`config.mk`:
```
export PLATFORM = sky130hd
export DESIGN_NAME = sacc_ctrl
export DESIGN_NICKNAME = d
export VERILOG_FILES = /design/src/hdl/sacc_pkg.sv /design/src/hdl/sacc_ctrl.sv
export SDC_FILE = /design/constraint.sdc
export NUM_CORES = 1
export LEC_CHECK = 0
export ABC_CLOCK_PERIOD_IN_PS = 6000
export BUFFER_PORTS_ARGS = -buffer_cell sky130_fd_sc_hd__buf_4
export CORE_MARGIN = 3
export CORE_UTILIZATION = 35
export CTS_CLUSTER_SIZE = 24
export DETAILED_ROUTE_END_ITERATION = 8
export GPL_TIMING_DRIVEN = 0
export SYNTH_ARGS = -nofsm -noshare
export SYNTH_HDL_FRONTEND = slang
export SYNTH_SLANG_ARGS = --single-unit
```
`constraint.sdc`:
```
create_clock -name sys_clk_in -period 6 [get_ports sys_clk_in]
set_input_delay 1.2 -clock sys_clk_in [delete_from_list [all_inputs] [get_ports sys_clk_in]]
set_output_delay 1.2 -clock sys_clk_in [all_outputs]
set_load 0.1 [all_outputs]
```
`src/hdl/sacc_pkg.sv`:
```
// Package of constants and carrier types for the converter control block.
package sacc_pkg;

   // Register byte offsets on the bus.
   localparam logic [7:0] OFS_STATUS_CONTROL = 8'h00;
   localparam logic [7:0] OFS_STATUS2        = 8'h04;
   localparam logic [7:0] OFS_RESULT_HIGH    = 8'h08;
   localparam logic [7:0] OFS_RESULT_LOW     = 8'h0c;
   localparam logic [7:0] OFS_COMPARE        = 8'h10;
   localparam logic [7:0] OFS_CONFIG         = 8'h14;
   localparam logic [7:0] OFS_IRQ_STATUS     = 8'h18;
   localparam logic [7:0] OFS_IRQ_MASK       = 8'h1c;
   localparam logic [7:0] OFS_POWER_MGMT     = 8'h20;

   // Field positions in the status and control register.
   localparam int BIT_DONE       = 7;
   localparam int BIT_IRQ_EN     = 6;
   localparam int BIT_CONTINUOUS = 5;
   // Field positions in the second status register.
   localparam int BIT_ACTIVE     = 7;
   localparam int BIT_TRIG_SEL   = 6;
   localparam int BIT_CMP_EN     = 5;
   localparam int BIT_CMP_GE     = 4;
   // Configuration register fields.
   localparam int BIT_MODE10     = 0;
   localparam int BIT_RATE_LO    = 4;
   localparam int BIT_WAKE_CLK   = 7;
   // Power management fields.
   localparam int BIT_LV_DETECT  = 0;
   localparam int BIT_LV_STOP    = 1;
   // Interrupt status bits.
   localparam int IRQ_DONE       = 0;
   localparam int IRQ_HW_TRIG    = 1;

   // Channel codes.
   localparam logic [4:0] CH_DISABLED  = 5'h1f;
   localparam logic [4:0] CH_LOW_REF   = 5'h1e;
   localparam logic [4:0] CH_HIGH_REF  = 5'h1d;
   localparam logic [4:0] CH_RESERVED  = 5'h1c;
   localparam logic [4:0] CH_LAST_PIN  = 5'h1b;

   // Reset values.
   localparam logic [7:0] RST_STATUS_CONTROL = 8'h1f;

   // Internal wake counter source: nominal 1 kHz derived from 250 MHz.
   localparam int CLK_MHZ        = 250;
   localparam int SLOW_HZ        = 1000;
   localparam int SLOW_DIV       = (CLK_MHZ * 1000000) / SLOW_HZ;
   // Successive approximation step count for a 10-bit result.
   localparam logic [3:0] SAR_STEPS = 4'ha;

   // Conversion state machine.
   typedef enum logic [1:0] {
      SACC_IDLE   = 2'b00,
      SACC_CONV   = 2'b01,
      SACC_FINISH = 2'b10
   } sacc_state_t;

   // Analog core request carrier.
   typedef struct packed {
      logic       power_on;
      logic       sample;
      logic [4:0] channel;
      logic [9:0] trial;
   } sacc_core_t;

endpackage

```
`src/hdl/sacc_ctrl.sv`:
```
// Conversion control logic for a 10-bit successive-approximation converter.
//
// Chosen here: the register addresses and register access over AHB-Lite.
`timescale 1ns/1ns
`default_nettype none
module sacc_ctrl (
   // Clock and reset.
   input  wire logic        sys_clk_in,
   input  wire logic        reset_in,
   // AHB-Lite slave.
   input  wire logic        hsel_in,
   input  wire logic [31:0] haddr_in,
   input  wire logic [1:0]  htrans_in,
   input  wire logic        hwrite_in,
   input  wire logic [2:0]  hsize_in,
   input  wire logic [31:0] hwdata_in,
   input  wire logic        hready_in,
   output logic      [31:0] hrdata_out,
   output logic             hreadyout_out,
   output logic             hresp_out,
   // External reference clock level and stop-mode request, both asynchronous.
   input  wire logic        ext_reference_clock_in,
   input  wire logic        retained_stop_mode_in,
   // Analog core comparator answer.
   input  wire logic        core_compare_in,
   // Analog core controls.
   output var sacc_pkg::sacc_core_t core_out,
   output logic             conversion_active_out,
   // Interrupt.
   output logic             irq_out
);

   // Synchronised asynchronous inputs.
   logic [1:0] ext_sync;
   logic [1:0] stop_sync;
   logic       ext_prev;
   logic       ext_rise;
   logic       in_stop;

   // Software visible state.
   logic [7:0] ctl;
   logic [7:0] next_ctl;
   logic [3:0] sc2;
   logic [3:0] next_sc2;
   logic [9:0] result;
   logic [9:0] next_result;
   logic [9:0] cmp_value;
   logic [9:0] next_cmp_value;
   logic [7:0] cfg;
   logic [7:0] next_cfg;
   logic [1:0] pwr;
   logic [1:0] next_pwr;
   logic [1:0] irq_stat;
   logic [1:0] next_irq_stat;
   logic [1:0] irq_mask;
   logic [1:0] next_irq_mask;

   // Bus data phase capture.
   logic       dp_write;
   logic       dp_read;
   logic [7:0] dp_addr;

   // Wake counter state.
   logic [17:0] slow_div;
   logic [17:0] next_slow_div;
   logic        slow_tick;
   logic [15:0] wake_cnt;
   logic [15:0] next_wake_cnt;
   logic        hw_conversion_trigger;

   // Conversion engine state.
   sacc_pkg::sacc_state_t state;
   sacc_pkg::sacc_state_t next_state;
   logic [3:0] step;
   logic [3:0] next_step;
   logic [9:0] trial;
   logic [9:0] next_trial;
   logic       armed;
   logic       next_armed;

   // Decoded events.
   logic       ctl_write;
   logic       low_read;
   logic       start_evt;
   logic       cmp_true;
   logic       allowed;
   logic [9:0] fmt_result;

   // Two-flip-flop synchronisers; the second stage alone feeds logic.
   always_ff @(posedge sys_clk_in or posedge reset_in) begin
      if (reset_in) begin
         ext_sync  <= 2'h0;
         stop_sync <= 2'h0;
         ext_prev  <= 1'b0;
      end else begin
         ext_sync  <= {ext_sync[0], ext_reference_clock_in};
         stop_sync <= {stop_sync[0], retained_stop_mode_in};
         ext_prev  <= ext_sync[1];
      end
   end

   assign ext_rise = ext_sync[1] & ~ext_prev;
   assign in_stop  = stop_sync[1];

   // Bus address phase is captured every cycle; the write and read flags mark accepted transfers.
   always_ff @(posedge sys_clk_in or posedge reset_in) begin
      if (reset_in) begin
         dp_write <= 1'b0;
         dp_read  <= 1'b0;
         dp_addr  <= 8'h00;
      end else begin
         dp_write <= hsel_in & hready_in & htrans_in[1] & hwrite_in;
         dp_read  <= hsel_in & hready_in & htrans_in[1] & ~hwrite_in;
         dp_addr  <= haddr_in[7:0];
      end
   end

   // Zero wait states and always OKAY.
   assign hreadyout_out = 1'b1;
   assign hresp_out     = 1'b0;
   assign ctl_write = dp_write && dp_addr == sacc_pkg::OFS_STATUS_CONTROL;
   assign low_read  = dp_read && dp_addr == sacc_pkg::OFS_RESULT_LOW;

   // Read data is combinational from registers during the data phase.
   always_comb begin
      hrdata_out = 32'h0;
      if (dp_read) begin
         case (dp_addr)
            sacc_pkg::OFS_STATUS_CONTROL: hrdata_out = {24'h0, ctl};
            sacc_pkg::OFS_STATUS2:        hrdata_out = {24'h0, sc2, 4'h0};
            sacc_pkg::OFS_RESULT_HIGH:    hrdata_out = {30'h0, result[9:8]};
            sacc_pkg::OFS_RESULT_LOW:     hrdata_out = {24'h0, result[7:0]};
            sacc_pkg::OFS_COMPARE:        hrdata_out = {22'h0, cmp_value};
            sacc_pkg::OFS_CONFIG:         hrdata_out = {24'h0, cfg};
            sacc_pkg::OFS_IRQ_STATUS:     hrdata_out = {30'h0, irq_stat};
            sacc_pkg::OFS_IRQ_MASK:       hrdata_out = {30'h0, irq_mask};
            sacc_pkg::OFS_POWER_MGMT:     hrdata_out = {30'h0, pwr};
            default:                      hrdata_out = 32'h0;
         endcase
      end
   end

   // Free-running wake counter on either source; overflow is the trigger.
   always_comb begin
      next_slow_div = (slow_div == 18'(sacc_pkg::SLOW_DIV - 1)) ? 18'h0 : slow_div + 18'h1;
      slow_tick     = slow_div == 18'(sacc_pkg::SLOW_DIV - 1);
      next_wake_cnt = wake_cnt;
      hw_conversion_trigger = 1'b0;
      // The external reference only runs outside stop mode.
      if (cfg[sacc_pkg::BIT_WAKE_CLK] ? (ext_rise & ~in_stop) : slow_tick) begin
         // Rate select picks the overflow bit.
         next_wake_cnt = wake_cnt + 16'h1;
         hw_conversion_trigger = next_wake_cnt[cfg[sacc_pkg::BIT_RATE_LO +: 3] + 4'h8]
                                 & ~wake_cnt[cfg[sacc_pkg::BIT_RATE_LO +: 3] + 4'h8];
      end
   end

   always_ff @(posedge sys_clk_in or posedge reset_in) begin
      if (reset_in) begin
         slow_div <= 18'h0;
         wake_cnt <= 16'h0;
      end else begin
         slow_div <= next_slow_div;
         wake_cnt <= next_wake_cnt;
      end
   end

   // Compare and result format.
   always_comb begin
      fmt_result = cfg[sacc_pkg::BIT_MODE10] ? trial : {2'h0, trial[9:2]};
      cmp_true = sc2[0] ? (fmt_result >= cmp_value) : (fmt_result < cmp_value);
      // Stop mode needs both low-voltage bits.
      allowed = ~in_stop | (pwr[sacc_pkg::BIT_LV_DETECT] & pwr[sacc_pkg::BIT_LV_STOP]);
      // Software start on write, hardware start on overflow.
      start_evt = sc2[2] ? hw_conversion_trigger : ctl_write;
   end

   // Conversion engine and register updates.
   always_comb begin
      next_state     = state;
      next_step      = step;
      next_trial     = trial;
      next_armed     = armed;
      next_ctl       = ctl;
      next_sc2       = sc2;
      next_result    = result;
      next_cmp_value = cmp_value;
      next_cfg       = cfg;
      next_pwr       = pwr;
      next_irq_stat  = irq_stat;
      next_irq_mask  = irq_mask;
      if (low_read) begin
         next_ctl[sacc_pkg::BIT_DONE] = 1'b0;
      end
      if (dp_write) begin
         case (dp_addr)
            sacc_pkg::OFS_STATUS_CONTROL: begin
               // Write aborts, clears done, and arms or powers down.
               next_ctl   = {1'b0, hwdata_in[6:0]};
               next_state = sacc_pkg::SACC_IDLE;
               next_armed = hwdata_in[4:0] != sacc_pkg::CH_DISABLED;
            end
            sacc_pkg::OFS_STATUS2:    next_sc2[2:0] = hwdata_in[6:4];
            sacc_pkg::OFS_COMPARE:    next_cmp_value = hwdata_in[9:0];
            sacc_pkg::OFS_CONFIG:     next_cfg = hwdata_in[7:0];
            sacc_pkg::OFS_IRQ_STATUS: next_irq_stat = irq_stat & ~hwdata_in[1:0];
            sacc_pkg::OFS_IRQ_MASK:   next_irq_mask = hwdata_in[1:0];
            sacc_pkg::OFS_POWER_MGMT: next_pwr = hwdata_in[1:0];
            default: begin
            end
         endcase
      end
      if (hw_conversion_trigger) begin
         next_irq_stat[sacc_pkg::IRQ_HW_TRIG] = 1'b1;
      end
      // A control write takes the idle path from any state, so an abort
      // in mid-conversion restarts at once in software-trigger mode instead of dropping the start.
      case (ctl_write ? sacc_pkg::SACC_IDLE : state)
         sacc_pkg::SACC_IDLE: begin
            // A write both aborts and may start in the same cycle.
            if (start_evt && (ctl_write ? hwdata_in[4:0] : ctl[4:0]) != sacc_pkg::CH_DISABLED
                && (sc2[2] ? armed : 1'b1) && allowed) begin
               next_state = sacc_pkg::SACC_CONV;
               next_step  = sacc_pkg::SAR_STEPS;
               next_trial = 10'h200;
            end
         end
         sacc_pkg::SACC_CONV: begin
            // One successive approximation bit per cycle.
            if (!ctl_write) begin
               next_trial = trial & ~(core_compare_in ? 10'h0 : (10'h1 << (step - 4'h1)));
               if (step > 4'h1) begin
                  next_trial = next_trial | (10'h1 << (step - 4'h2));
               end
               next_step = step - 4'h1;
               if (step == 4'h1) begin
                  next_state = sacc_pkg::SACC_FINISH;
               end
            end
         end
         sacc_pkg::SACC_FINISH: begin
            if (!ctl_write) begin
               if (!sc2[1] || cmp_true) begin
                  next_result = fmt_result;
                  next_ctl[sacc_pkg::BIT_DONE] = 1'b1;
                  next_irq_stat[sacc_pkg::IRQ_DONE] = 1'b1;
               end
               // Continuous runs again; single drops to low power.
               if (ctl[sacc_pkg::BIT_CONTINUOUS] && allowed) begin
                  next_state = sacc_pkg::SACC_CONV;
                  next_step  = sacc_pkg::SAR_STEPS;
                  next_trial = 10'h200;
               end else begin
                  next_state = sacc_pkg::SACC_IDLE;
               end
            end
         end
         default: next_state = sacc_pkg::SACC_IDLE;
      endcase
      // Active flag tracks a running conversion.
      next_sc2[3] = next_state != sacc_pkg::SACC_IDLE;
   end

   // State registers; reset leaves the converter disabled.
   always_ff @(posedge sys_clk_in or posedge reset_in) begin
      if (reset_in) begin
         state     <= sacc_pkg::SACC_IDLE;
         step      <= 4'h0;
         trial     <= 10'h0;
         armed     <= 1'b0;
         ctl       <= sacc_pkg::RST_STATUS_CONTROL;
         sc2       <= 4'h0;
         result    <= 10'h0;
         cmp_value <= 10'h0;
         cfg       <= 8'h00;
         pwr       <= 2'h0;
         irq_stat  <= 2'h0;
         irq_mask  <= 2'h0;
      end else begin
         state     <= next_state;
         step      <= next_step;
         trial     <= next_trial;
         armed     <= next_armed;
         ctl       <= next_ctl;
         sc2       <= next_sc2;
         result    <= next_result;
         cmp_value <= next_cmp_value;
         cfg       <= next_cfg;
         pwr       <= next_pwr;
         irq_stat  <= next_irq_stat;
         irq_mask  <= next_irq_mask;
      end
   end

   // Analog core controls; channel codes pass straight through.
   always_comb begin
      core_out.power_on = state != sacc_pkg::SACC_IDLE;
      core_out.sample   = state == sacc_pkg::SACC_CONV && step == sacc_pkg::SAR_STEPS;
      core_out.channel  = ctl[4:0];
      core_out.trial    = trial;
   end

   assign conversion_active_out = sc2[3];
   // Done interrupt only while the enable bit is set.
   assign irq_out = (irq_stat[sacc_pkg::IRQ_DONE] & irq_mask[sacc_pkg::IRQ_DONE]
                     & ctl[sacc_pkg::BIT_IRQ_EN])
                    | (irq_stat[sacc_pkg::IRQ_HW_TRIG] & irq_mask[sacc_pkg::IRQ_HW_TRIG]);

endmodule
`default_nettype wire

```
After elaboration in Yosys (flattened, before gate mapping)
Cells that the tools add are included.
- bits in registers: 112
- input bits: 77
- output and inout port bits: 53
- word-level logic and storage cells: 149
- $add $sub $neg: 5
- magnitude comparators: 4
- equality and inequality tests: 20
- shifts and indexed selects: 2
- muxes and demuxes: 47
- bitwise operators: 23
- reduce and logical (&&, ||, !) cells: 25
- operators by type and width (operator ; count):
    case mux 10 bit (9 select lines) ; 1
    two-way mux 10 bit ; 8
    equality test 8 x 5 -> 1 bit, second input constant ; 4
    case mux 10 bit (3 select lines) ; 1
    left shift 1 x 4 -> 10 bit, first input constant ; 2
    adder 18 x 1 -> 18 bit, second input constant ; 1
    equality test 18 bit, second input constant ; 1
    two-way mux 18 bit ; 1
    two-way mux 2 bit ; 9
    adder 16 x 1 -> 16 bit, second input constant ; 1
    equality test 8 x 4 -> 1 bit, second input constant ; 2
    two-way mux 1 bit ; 16
    two-way mux 4 bit ; 4
    two-way mux 8 bit ; 2
    AND reduction 2 bit ; 7
    case mux 4 bit (3 select lines) ; 1
    bitwise AND 1 bit ; 11
    bitwise AND 10 bit ; 1
    >= comparator 10 bit ; 1
    less-than comparator 10 bit ; 1
    inequality test 5 bit, second input constant ; 2
    NOT 10 bit ; 1
    bitwise OR 10 bit ; 1
    binary-select mux 1 bit (select 4 bit) ; 2
    27 further kinds ; 45

Longest topological paths before layout
Gate-level depths: netlist of the first run.
- depth in word-level cells: 13
- mapped depth: 12

Worst setup path before layout of the first run
No wires, ideal clock.
- path type: register -> output
- from: register dp_addr[1]
- to: output hrdata_out[1]
- arrival time: 3.078 ns
- setup slack: 1.722 ns
- stages on the path, launching flop included: 6
- path buffers: 1
- path through: dfrtp_1 or4_4 nor2_1 clkbuf_1 a22oi_1 a31oi_1
- word-level cells in the longest chain between the ends: 3
- elaborated cells between the ends (all ways): 11
- classes of those cells: 8 x eq/ne; 2 x mux; 1 x reduce/logical
- ends and longest elaborated chain (what ; RTL line ; RTL):
    start: declaration ; sacc_ctrl.sv:61 ; logic [7:0] dp_addr;
    start signal: assignment ; sacc_ctrl.sv:114 ; dp_addr <= haddr_in[7:0];
    equality test 8 x 6 -> 1 bit (tied with other cells) ; sacc_ctrl.sv:128 ; case (dp_addr)
    case mux 10 bit (9 select lines) * ; sacc_ctrl.sv:128 ;
    two-way mux 10 bit * ; sacc_ctrl.sv:127 ; if (dp_read) begin
    end: declaration ; sacc_ctrl.sv:18 ; output logic [31:0] hrdata_out,
Every way passes the cells marked *; elsewhere a longest branch is shown, timed or not.

Final worst setup path of the first run
- from: register dp_addr[2]
- to: output hrdata_out[6]
Same word-level chain as after synthesis.

==> flow_summary.json, run 1 <==
{
  "run_status": "finished, final reports clean",
  "synth_edf_count": 0,
  "fin_worst_skew_ns": 0.0116,
  "cts-buffers-inserted": 9,
  "fillers": 1680,
  "max_slew_margin": 0.501,
  "grt_overflow_total": 0,
  "crit_slowest_cell": "nor2_1",
  "crit_path_start_kind": "flip-flop",
  "vias_per_cell": 5.28,
  "syn_area_sq_mm": 0.00628,
  "yosys_warnings": 0,
  "tns_ns": 0,
  "area_growth_pct": 17.7,
  "drc": 0,
  "cts_resized": 0,
  "grt_pass1_vias": 4910,
  "hold_class": "flip-flop to flip-flop",
  "synth_cells": 600,
  "max_clock_freq_ghz": 0.248,
  "drv_slew": 0,
  "dp_cells": 904,
  "hold_buffers": 0,
  "drt_first_pass_iters": 4,
  "grtUsageTotal": 0.163,
  "cp_max_fo": 9,
  "clk_latency_ns": 0.36,
  "worstSetupPathType": "flip-flop to output pin",
  "io-pin-count": 130,
  "setup_viol": 0,
  "grt_max_degree": 46,
  "worst_slew_pin_slew_ns": 0.746,
  "fp.dieW_um": 140,
  "tritoncts": "done",
  "yosys_register_bits": 112,
  "max-vdd-ir-drop_mv": 0.198,
  "async_flop_share": 1.00,
  "die_h_um": 140,
  "place_worst_setup_slack_ns": 2.34,
  "post-route-min-period_ns": 4.04,
  "ys.flop_type": "dfrtp_1",
  "worstPathArrival_ns": 2.84,
  "fin_util": 0.424,
  "htreeDepth": 3,
  "wl_per_cell_um": 16.9,
  "worstPathCellList": "buf_2, inv_1, or4_1, nor2_1, a222oi_1, a21oi_1, buf_4",
  "row_count": 48,
  "finalNonFillerCells": 920,
  "cts_buffer_depth": 2,
  "ant_nets": 0,
  "layout.nets": 787,
  "antenna_found_initial": 0,
  "layout_setup_ws_ns": 1.96,
  "wl_um": 15600,
  "clkTransAtPathRegs_ns": 0.07,
  "post_cts_buffers": 0,
  "grt_first_pass_wirelength_um": 25900,
  "drive_gt1_frac": 0.272,
  "p_leak_uw": 0.00330,
  "finalCritPeriodShare": 0.673,
  "initial_core_util": 0.360,
  "yosysUniqueCellTypes": 66,
  "slowest_delay_ns": 0.59,
  "hold_viol_final": 0,
  "cts.sinks": 112,
  "coreArea_sq_mm": 0.0174,
  "dpl.hpwl_um": 11600,
  "gp_congestion": 0.893,
  "drtIter0Drc": 330,
  "end_kind": "output pin",
  "ys_seq_area_frac": 0.447,
  "grt_setup_unrepaired": "false",
  "drv_cap": 0,
  "total_power_uw": 2600,
  "p_per_area_mw_per_mm2": 352,
  "syn_area_per_cell_sq_um": 10.5,
  "antenna_cells": 0,
  "port_buffers": 55,
  "die-area_sq_mm": 0.0196,
  "cts-root-buf": "clkbuf_16",
  "vias": 4853,
  "cp.required_ns": 4.80
}
where the power goes:
group          internal, uW  total [uW]  switching, uW
Clock                   308         601            293
Combinational           315        1030            717
Sequential              860         970            111
Total                  1480        2600           1120
per-layer routing:
layer | global-route usage | up-vias | wire length, um
met5 | 0 | - | 0
met4 | 0.0602 | 0 | 325
met3 | 0.0242 | 18 | 731
met2 | 0.261 | 133 | 7340
met1 | 0.226 | 2397 | 7170
li1 | - | 2305 | -
cell families after synthesis:
logic type | share of synthesized area
AOI/OAI and AO/OA | 0.135
xor gates and xnor gates | 0.0474
adders and majority gates | 0.0399
buffers and inverters | 0.0614
DFF | 0.447
muxes | 0.102
other | 0.00120
and+or+nand+nor | 0.165
cells in the final DEF, fill, tap and decap left out, drive strengths merged, types with 8 or more instances in the layout:
master / synthesis / routed
mux2i: 8 / 8
nand4: 10 / 10
ha: 20 / 20
dfrtp: 107 / 107
nand3: 26 / 26
xnor2: 23 / 23
a21oi: 23 / 23
clkbuf: 13 / 24
buf: 37 / 94
nand2: 49 / 49
nor3: 9 / 9
o21ai: 18 / 18
nor2: 34 / 34
mux2: 50 / 50
and3: 14 / 14
nor2b: 12 / 12
inv: 21 / 23
xor2: 11 / 11
conb: 2 / 24
a22oi: 12 / 12
metrics by stage:
| step | instance area, sq um | hold slack, ns |
|---|---|---|
| after global placement | 7060 | 0.337 |
| after global routing | 7390 | 0.357 |
| after detailed placement | 7100 | 0.336 |
| after floorplan | 6360 | 0.331 |
| final | 7390 | 0.353 |
| after CTS | 7390 | 0.353 |
state kept, by name, summed over array words and instances, names as in the netlist, 4 cells and up:
name	cells
slow_div	18
trial	10
result	10
wake_cnt	16
step	4
sc2	4
cfg	8
ctl	8
cmp_value	10
dp_addr	8
critical path, delay by kind of cell (launching register included):
family	cells	cell delay [ns]
AO/OA/AOI/OAI	2	0.51
flip-flops	1	0.32
buffers and inverters	3	0.63
AND/OR/NAND/NOR	2	1.02
final timing paths:
| path | depth (start not counted) | slack [ns] | startpoint | end |
|---|---|---|---|---|
| max | 7 | 1.96 | dp_addr[2] | hrdata_out[6] |
| min | 0 | 0.35 | ext_sync[0] | ext_sync[1] |
| max reg2reg | 11 | 2.36 | cfg[0] | result[6] |
| min reg2reg | 0 | 0.35 | ext_sync[0] | ext_sync[1] |
| max in group asynchronous | 4 | 4.33 | reset_in | result[7] |
| min in group asynchronous | 2 | 0.84 | reset_in | slow_div[10] |
cells in the mapped netlist (all sizes together), types with 10 or more instances:
cell type    n  share of area
inv         21          0.013
dfrtp      107           0.43
a21oi       23          0.021
nand4       10          0.010
nor2        34          0.023
xor2        11          0.015
nand3       26          0.021
clkbuf      13         0.0078
ha          20          0.040
a22oi       12          0.014
o21ai       18          0.014
nor2b       12          0.012
nand2       49          0.029
and3        14          0.015
xnor2       23          0.032
mux2        50          0.090
buf         37          0.041
layout make-up:
class	instances	area, sq um	area share
Multi-Input combinational cell	439	3170	0.429
Sequential cell	112	2810	0.380
Timing Repair Buffer	57	453	0.0613
Buffer	50	307	0.0415
Tap cell	225	282	0.0381
Clock buffer	11	253	0.0342
Inverter	21	81.3	0.0110
Clock inverter	5	38.8	0.00525
(Power assumes the default switching activity.)
==> run 2: changes to the inputs <==
- ABC_AREA: unset -> 1
- ABC_CLOCK_PERIOD_IN_PS: 6000 -> 3200
- clock period: 6 -> 3.2 ns (I/O delays scaled with it)
==> flow_summary.json, run 2 <==
{
  "run_status": "finished, final reports clean",
  "top_regs": "slow_div: 18 flops, wake_cnt: 16 flops",
  "worstSetupPathType": "flip-flop to output pin",
  "min_to": "stop_sync[1]",
  "grt_max_degree": 41,
  "final_cell_mix": "198 x nand2_1, 107 x dfrtp_1, 96 x inv_1",
  "ys_top_cells_by_count": "198 x nand2_1, 107 x dfrtp_1, 97 x inv_1, 79 x o21ai_0, 60 x nor2_1",
  "ant_nets": 0,
  "port_buffers": 55,
  "cp_max_fo": 6,
  "cts_buffer_depth": 2,
  "synth_cells": 792,
  "fin_worst_skew_ns": 0.0113,
  "top_register": "slow_div",
  "drt_first_pass_iters": 5,
  "layout_commonest_cell": "nand2_1",
  "clk_latency_ns": 0.36,
  "synth.largest_area_cell": "dfrtp_1",
  "drive_gt1_frac": 0.185,
  "yosysMostFrequentCell": "nand2_1",
  "die_h_um": 140,
  "die-area_sq_mm": 0.0195,
  "min_from": "stop_sync[0]",
  "antenna_cells": 0,
  "hold_buffers": 0,
  "grt_pass1_vias": 5194,
  "ys_seq_area_frac": 0.450,
  "hold_viol_final": 0,
  "syn_area_per_cell_sq_um": 7.88,
  "synth.area.top_cells": "dfrtp_1 43%, nand2_1 12%, o21ai_0 6.3%",
  "whs_path_depth": 0,
  "wl_per_cell_um": 14.0,
  "synthAdderAreaFrac": 0.0401,
  "synth_edf_count": 0,
  "ys.flop_type": "dfrtp_1",
  "yosys_register_bits": 112,
  "drv_slew": 0,
  "r2r_slack_ns": 0.35,
  "syn_area_sq_mm": 0.00624,
  "r2r-end": "result[3]",
  "vias_per_cell": 4.71,
  "post-route-min-period_ns": 3.04,
  "cts-root-buf": "clkbuf_16",
  "yosysUniqueCellTypes": 46,
  "largest_reg_flops": 18,
  "synth_xor_area_frac": 0.0239,
  "area_growth_pct": 20.7,
  "p_per_area_mw_per_mm2": 643,
  "max_clock_freq_ghz": 0.328,
  "synth_compound_area_frac": 0.122,
  "tns_ns": 0,
  "cp.required_ns": 2.56,
  "yosys.area_share.simple": 0.249,
  "max-vdd-ir-drop_mv": 0.470,
  "dp_cells": 1097,
  "reg2reg_from": "cfg[0]",
  "fin_util": 0.434,
  "end_kind": "output pin",
  "fillers": 1749,
  "grt_overflow_total": 0,
  "hold_ws_ns": 0.353,
  "setup_viol": 0,
  "initial_core_util": 0.360,
  "total_power_uw": 4850,
  "drv_cap": 0,
  "p_leak_uw": 0.00381,
  "finalNonFillerCells": 1116,
  "fp.dieW_um": 140,
  "synth_top_family_by_area": "simple AND/OR/NAND/NOR gates",
  "htreeDepth": 3,
  "antenna_found_initial": 0,
  "coreArea_sq_mm": 0.0174,
  "clkTransAtPathRegs_ns": 0.08,
  "worstPathArrival_ns": 2.40,
  "drtIter0Drc": 306,
  "cts-buffers-inserted": 9,
  "synth_top_area_share": 0.429,
  "hold_class": "flip-flop to flip-flop",
  "synth.area.mux_share": 0.00160,
  "grtUsageTotal": 0.165,
  "gp_congestion": 0.864,
  "dpl.hpwl_um": 12100,
  "async_flop_share": 1.00,
  "layout.nets": 983,
  "wl_um": 15600,
  "max_slew_margin": 0.446,
  "grt_first_pass_wirelength_um": 26200,
  "yosys_warnings": 0,
  "row_count": 48,
  "worst_slew_pin_slew_ns": 0.829,
  "reg2regPathDepth": 17,
  "tritoncts": "done",
  "cts.sinks": 112,
  "io-pin-count": 130,
  "finalCritPeriodShare": 0.951,
  "drc": 0,
  "crit_path_start_kind": "flip-flop",
  "vias": 5256
}
run 2: cell types whose count changed in the layout (fill, tap and decap cells not counted), sizes merged, moves of 20 or more:
| cell | delta |
|---|---|
| inv | +83 |
| nand3 | +20 |
| mux2 | -50 |
| nand2 | +163 |
| o21ai | +69 |
| nor2 | +34 |
run 2: repair_timing:
item | in CTS | in global routing
pin swaps | 1 | 3
gates cloned | 0 | 0
gates resized for setup | 7 | 10
setup buffers | 0 | 3
setup endpoints to repair | 9 | 15
run 2: worst max-delay path, cell delays in order, from the launching register on:
cell     delay, ns
dfrtp_1       0.40
nor2_4        0.14
nand2_4       0.09
nor2_8        0.13
inv_1         0.07
nor2_2        0.34
o41ai_2       0.18
buf_4         0.20
a41oi_2       0.23
buf_6         0.26
run 2: metrics by stage:
stage	setup WS [ns]	cell area, sq um
finish	0.155	7540
global route	-0.0259	7540
CTS	0.0184	7500
detailed placement	-0.0587	7130
global placement	-0.587	7070
floorplan	-0.440	6380
run 2: report_power, final:
group	switching, uW	total (uW)	internal, uW
registers	198	1800	1600
clock network	551	1320	772
logic	1250	1730	475
total	2000	4850	2840
run 2: kinds of logic after synthesis:
logic type / count (synthesis)
mux: 1
buf+inv: 149
simple gates: 353
flops: 112
fa+ha+maj: 20
xor+xnor: 17
other cells: 2
compound gates: 138
run 2: how the worst max path moves through the flow:
stage	start	endpoint	slack, ns	cells past startpoint
after global routing	dp_addr[3]	hrdata_out[0]	-0.03	9
after global placement	dp_addr[4]	hrdata_out[7]	-0.59	7
after CTS	dp_addr[7]	hrdata_out[7]	0.02	10
final	dp_addr[7]	hrdata_out[2]	0.16	9
after floorplan	dp_addr[7]	hrdata_out[7]	-0.44	9
after detailed placement	dp_addr[7]	hrdata_out[7]	-0.06	10
run 2: metal layers:
layer | vias up | routed length [um] | part of all wire | GRT usage
li1 | 2692 | - | - | -
met1 | 2422 | 7760 | 0.50 | 0.240
met2 | 125 | 6830 | 0.44 | 0.251
met3 | 17 | 723 | 0.046 | 0.0320
met4 | 0 | 257 | 0.017 | 0.0515
met5 | - | 0 | 0 | 0
run 2: layout make-up:
cell class                 count  area [sq um]  share of cell area
clock inverter                 6           116              0.0154
tap                          225           282              0.0374
sequential                   112          2810               0.373
inverter                     107           408              0.0541
clock buffer                  10           229              0.0304
timing repair buffer          61           494              0.0656
multi-input combinational    553          2900               0.385
buffer                        42           295              0.0392
==> run 3: changes to the inputs <==
- CORE_ASPECT_RATIO: unset -> 1.5
- CTS_BUF_LIST: unset -> sky130_fd_sc_hd__clkbuf_8 sky130_fd_sc_hd__clkbuf_16
==> flow_summary.json, run 3 (synthesis gave the netlist of run 2 again) <==
{
  "hold_viol_final": 0,
  "die-area_sq_mm": 0.0195,
  "post-route-min-period_ns": 3.07,
  "layout.nets": 984,
  "ant_nets": 0,
  "r2r_slack_ns": 0.35,
  "worst_slew_pin_slew_ns": 0.528,
  "final_area_sq_mm": 0.00752,
  "area_growth_pct": 20.5,
  "vias_per_cell": 4.77,
  "grt_max_degree": 39,
  "cts-root-buf": "clkbuf_16",
  "cts-buffers-inserted": 9,
  "gp_congestion": 0.919,
  "top_regs": "slow_div: 18 flops, wake_cnt: 16 flops",
  "multi_input_area_sq_mm": 0.00290,
  "coreArea_sq_mm": 0.0174,
  "fp.dieW_um": 115,
  "drv_cap": 0,
  "slowest_delay_ns": 0.40,
  "fillers": 1785,
  "crit_slowest_cell": "dfrtp_1",
  "wl_um": 16100,
  "cp.required_ns": 2.56,
  "row_count": 59,
  "grt_pass1_vias": 5257,
  "drive_gt1_frac": 0.186,
  "hold_ws_ns": 0.271,
  "dp_cells": 1086,
  "layout_commonest_cell": "nand2_1",
  "clk_latency_ns": 0.36,
  "reg2regPathDepth": 16,
  "max_clock_freq_ghz": 0.326,
  "die_h_um": 170,
  "dpl.hpwl_um": 12800,
  "grtUsageTotal": 0.171,
  "htreeDepth": 3,
  "hold_class": "input port to asynchronous set/reset pin",
  "max_slew_margin": 0.644,
  "top_register": "slow_div",
  "tns_ns": 0,
  "grt_overflow_total": 0,
  "final_cell_mix": "198 x nand2_1, 107 x dfrtp_1, 96 x inv_1",
  "drtIter0Drc": 267,
  "seqCellArea_sq_mm": 0.00281,
  "run_status": "finished, final reports clean",
  "io-pin-count": 130,
  "dpl_cell_area_sq_mm": 0.00713,
  "cp_max_fo": 6,
  "fin_worst_skew_ns": 0.0128,
  "hold_buffers": 0,
  "crit_path_start_kind": "flip-flop",
  "worstPathCellList": "nor2_4, nand2_4, nor2_2, inv_1, nor2_4, inv_1, o22ai_1, a221oi_1, nor2_2, buf_4",
  "grt_first_pass_wirelength_um": 26100,
  "drv_slew": 0,
  "port_buffers": 55,
  "worstSetupPathType": "flip-flop to output pin",
  "largest_reg_flops": 18,
  "cts.sinks": 112,
  "cts_buffer_depth": 2,
  "max-vdd-ir-drop_mv": 0.726,
  "clkTransAtPathRegs_ns": 0.08,
  "setup_viol": 0,
  "finalNonFillerCells": 1105,
  "p_per_area_mw_per_mm2": 633,
  "end_kind": "output pin",
  "antenna_found_initial": 0,
  "grt_setup_unrepaired": "false",
  "tritoncts": "done",
  "worstPathArrival_ns": 2.43,
  "finalCritPeriodShare": 0.958,
  "wl_per_cell_um": 14.5,
  "p_leak_uw": 0.00382,
  "initial_core_util": 0.358,
  "vias": 5275,
  "drt_first_pass_iters": 4,
  "antenna_cells": 0,
  "drc": 0
}
run 3: metal layers:
metal / wire length, um / up-vias / global-route usage
met5: 0 / - / 0
met4: 591 / 0 / 0.0792
met3: 522 / 34 / 0.0300
met2: 8600 / 109 / 0.314
met1: 6360 / 2439 / 0.187
li1: - / 2693 / -
run 3: worst paths after layout:
path | start | end
setup reg to reg | cfg[0] | result[3]
hold / removal | reset_in | slow_div[2]
max in group asynchronous | reset_in | ctl[2]
setup / recovery | dp_addr[7] | hrdata_out[3]
hold reg to reg | stop_sync[0] | stop_sync[1]
min in group sys_clk_in | stop_sync[0] | stop_sync[1]
run 3: timing repair:
item / 4_1_cts / 5_1_grt
setup buffers: 3 / 0
resized for setup: 8 / 5
pin swaps: 2 / 0
hold endpoints to repair: 0 / 0
endpoints found under the setup margin: 10 / 9
run 3: worst max-delay path: cells and delay by family (launching register included):
family                 cells  cell delay [ns]
AND/OR/NAND/NOR            5             0.72
buffers and inverters      3             0.60
flip-flops                 1             0.40
AO/OA/AOI/OAI              2             0.34
run 3: report_power, final:
part / internal (uW) / switching (uW)
sequential: 1600 / 202
combinational: 477 / 1270
clock: 635 / 587
run 3: stage by stage:
| stage | power, uW | setup WS [ns] | util |
|---|---|---|---|
| final | 4760 | 0.133 | 0.432 |
| after CTS | 4800 | 0.109 | 0.431 |
| after global routing | 5060 | 0.000792 | 0.432 |
| after detailed placement | 3570 | -0.164 | 0.409 |
| after floorplan | 3140 | -0.440 | - |
| after global placement | 3550 | -0.468 | 0.405 |
run 3: final cells by class:
type,instances,area share
Multi-Input combinational cell,553,0.385
Clock buffer,9,0.0299
Buffer,42,0.0391
Tap cell,213,0.0354
Clock inverter,7,0.0123
Inverter,107,0.0542
Sequential cell,112,0.373
Timing Repair Buffer,62,0.0705
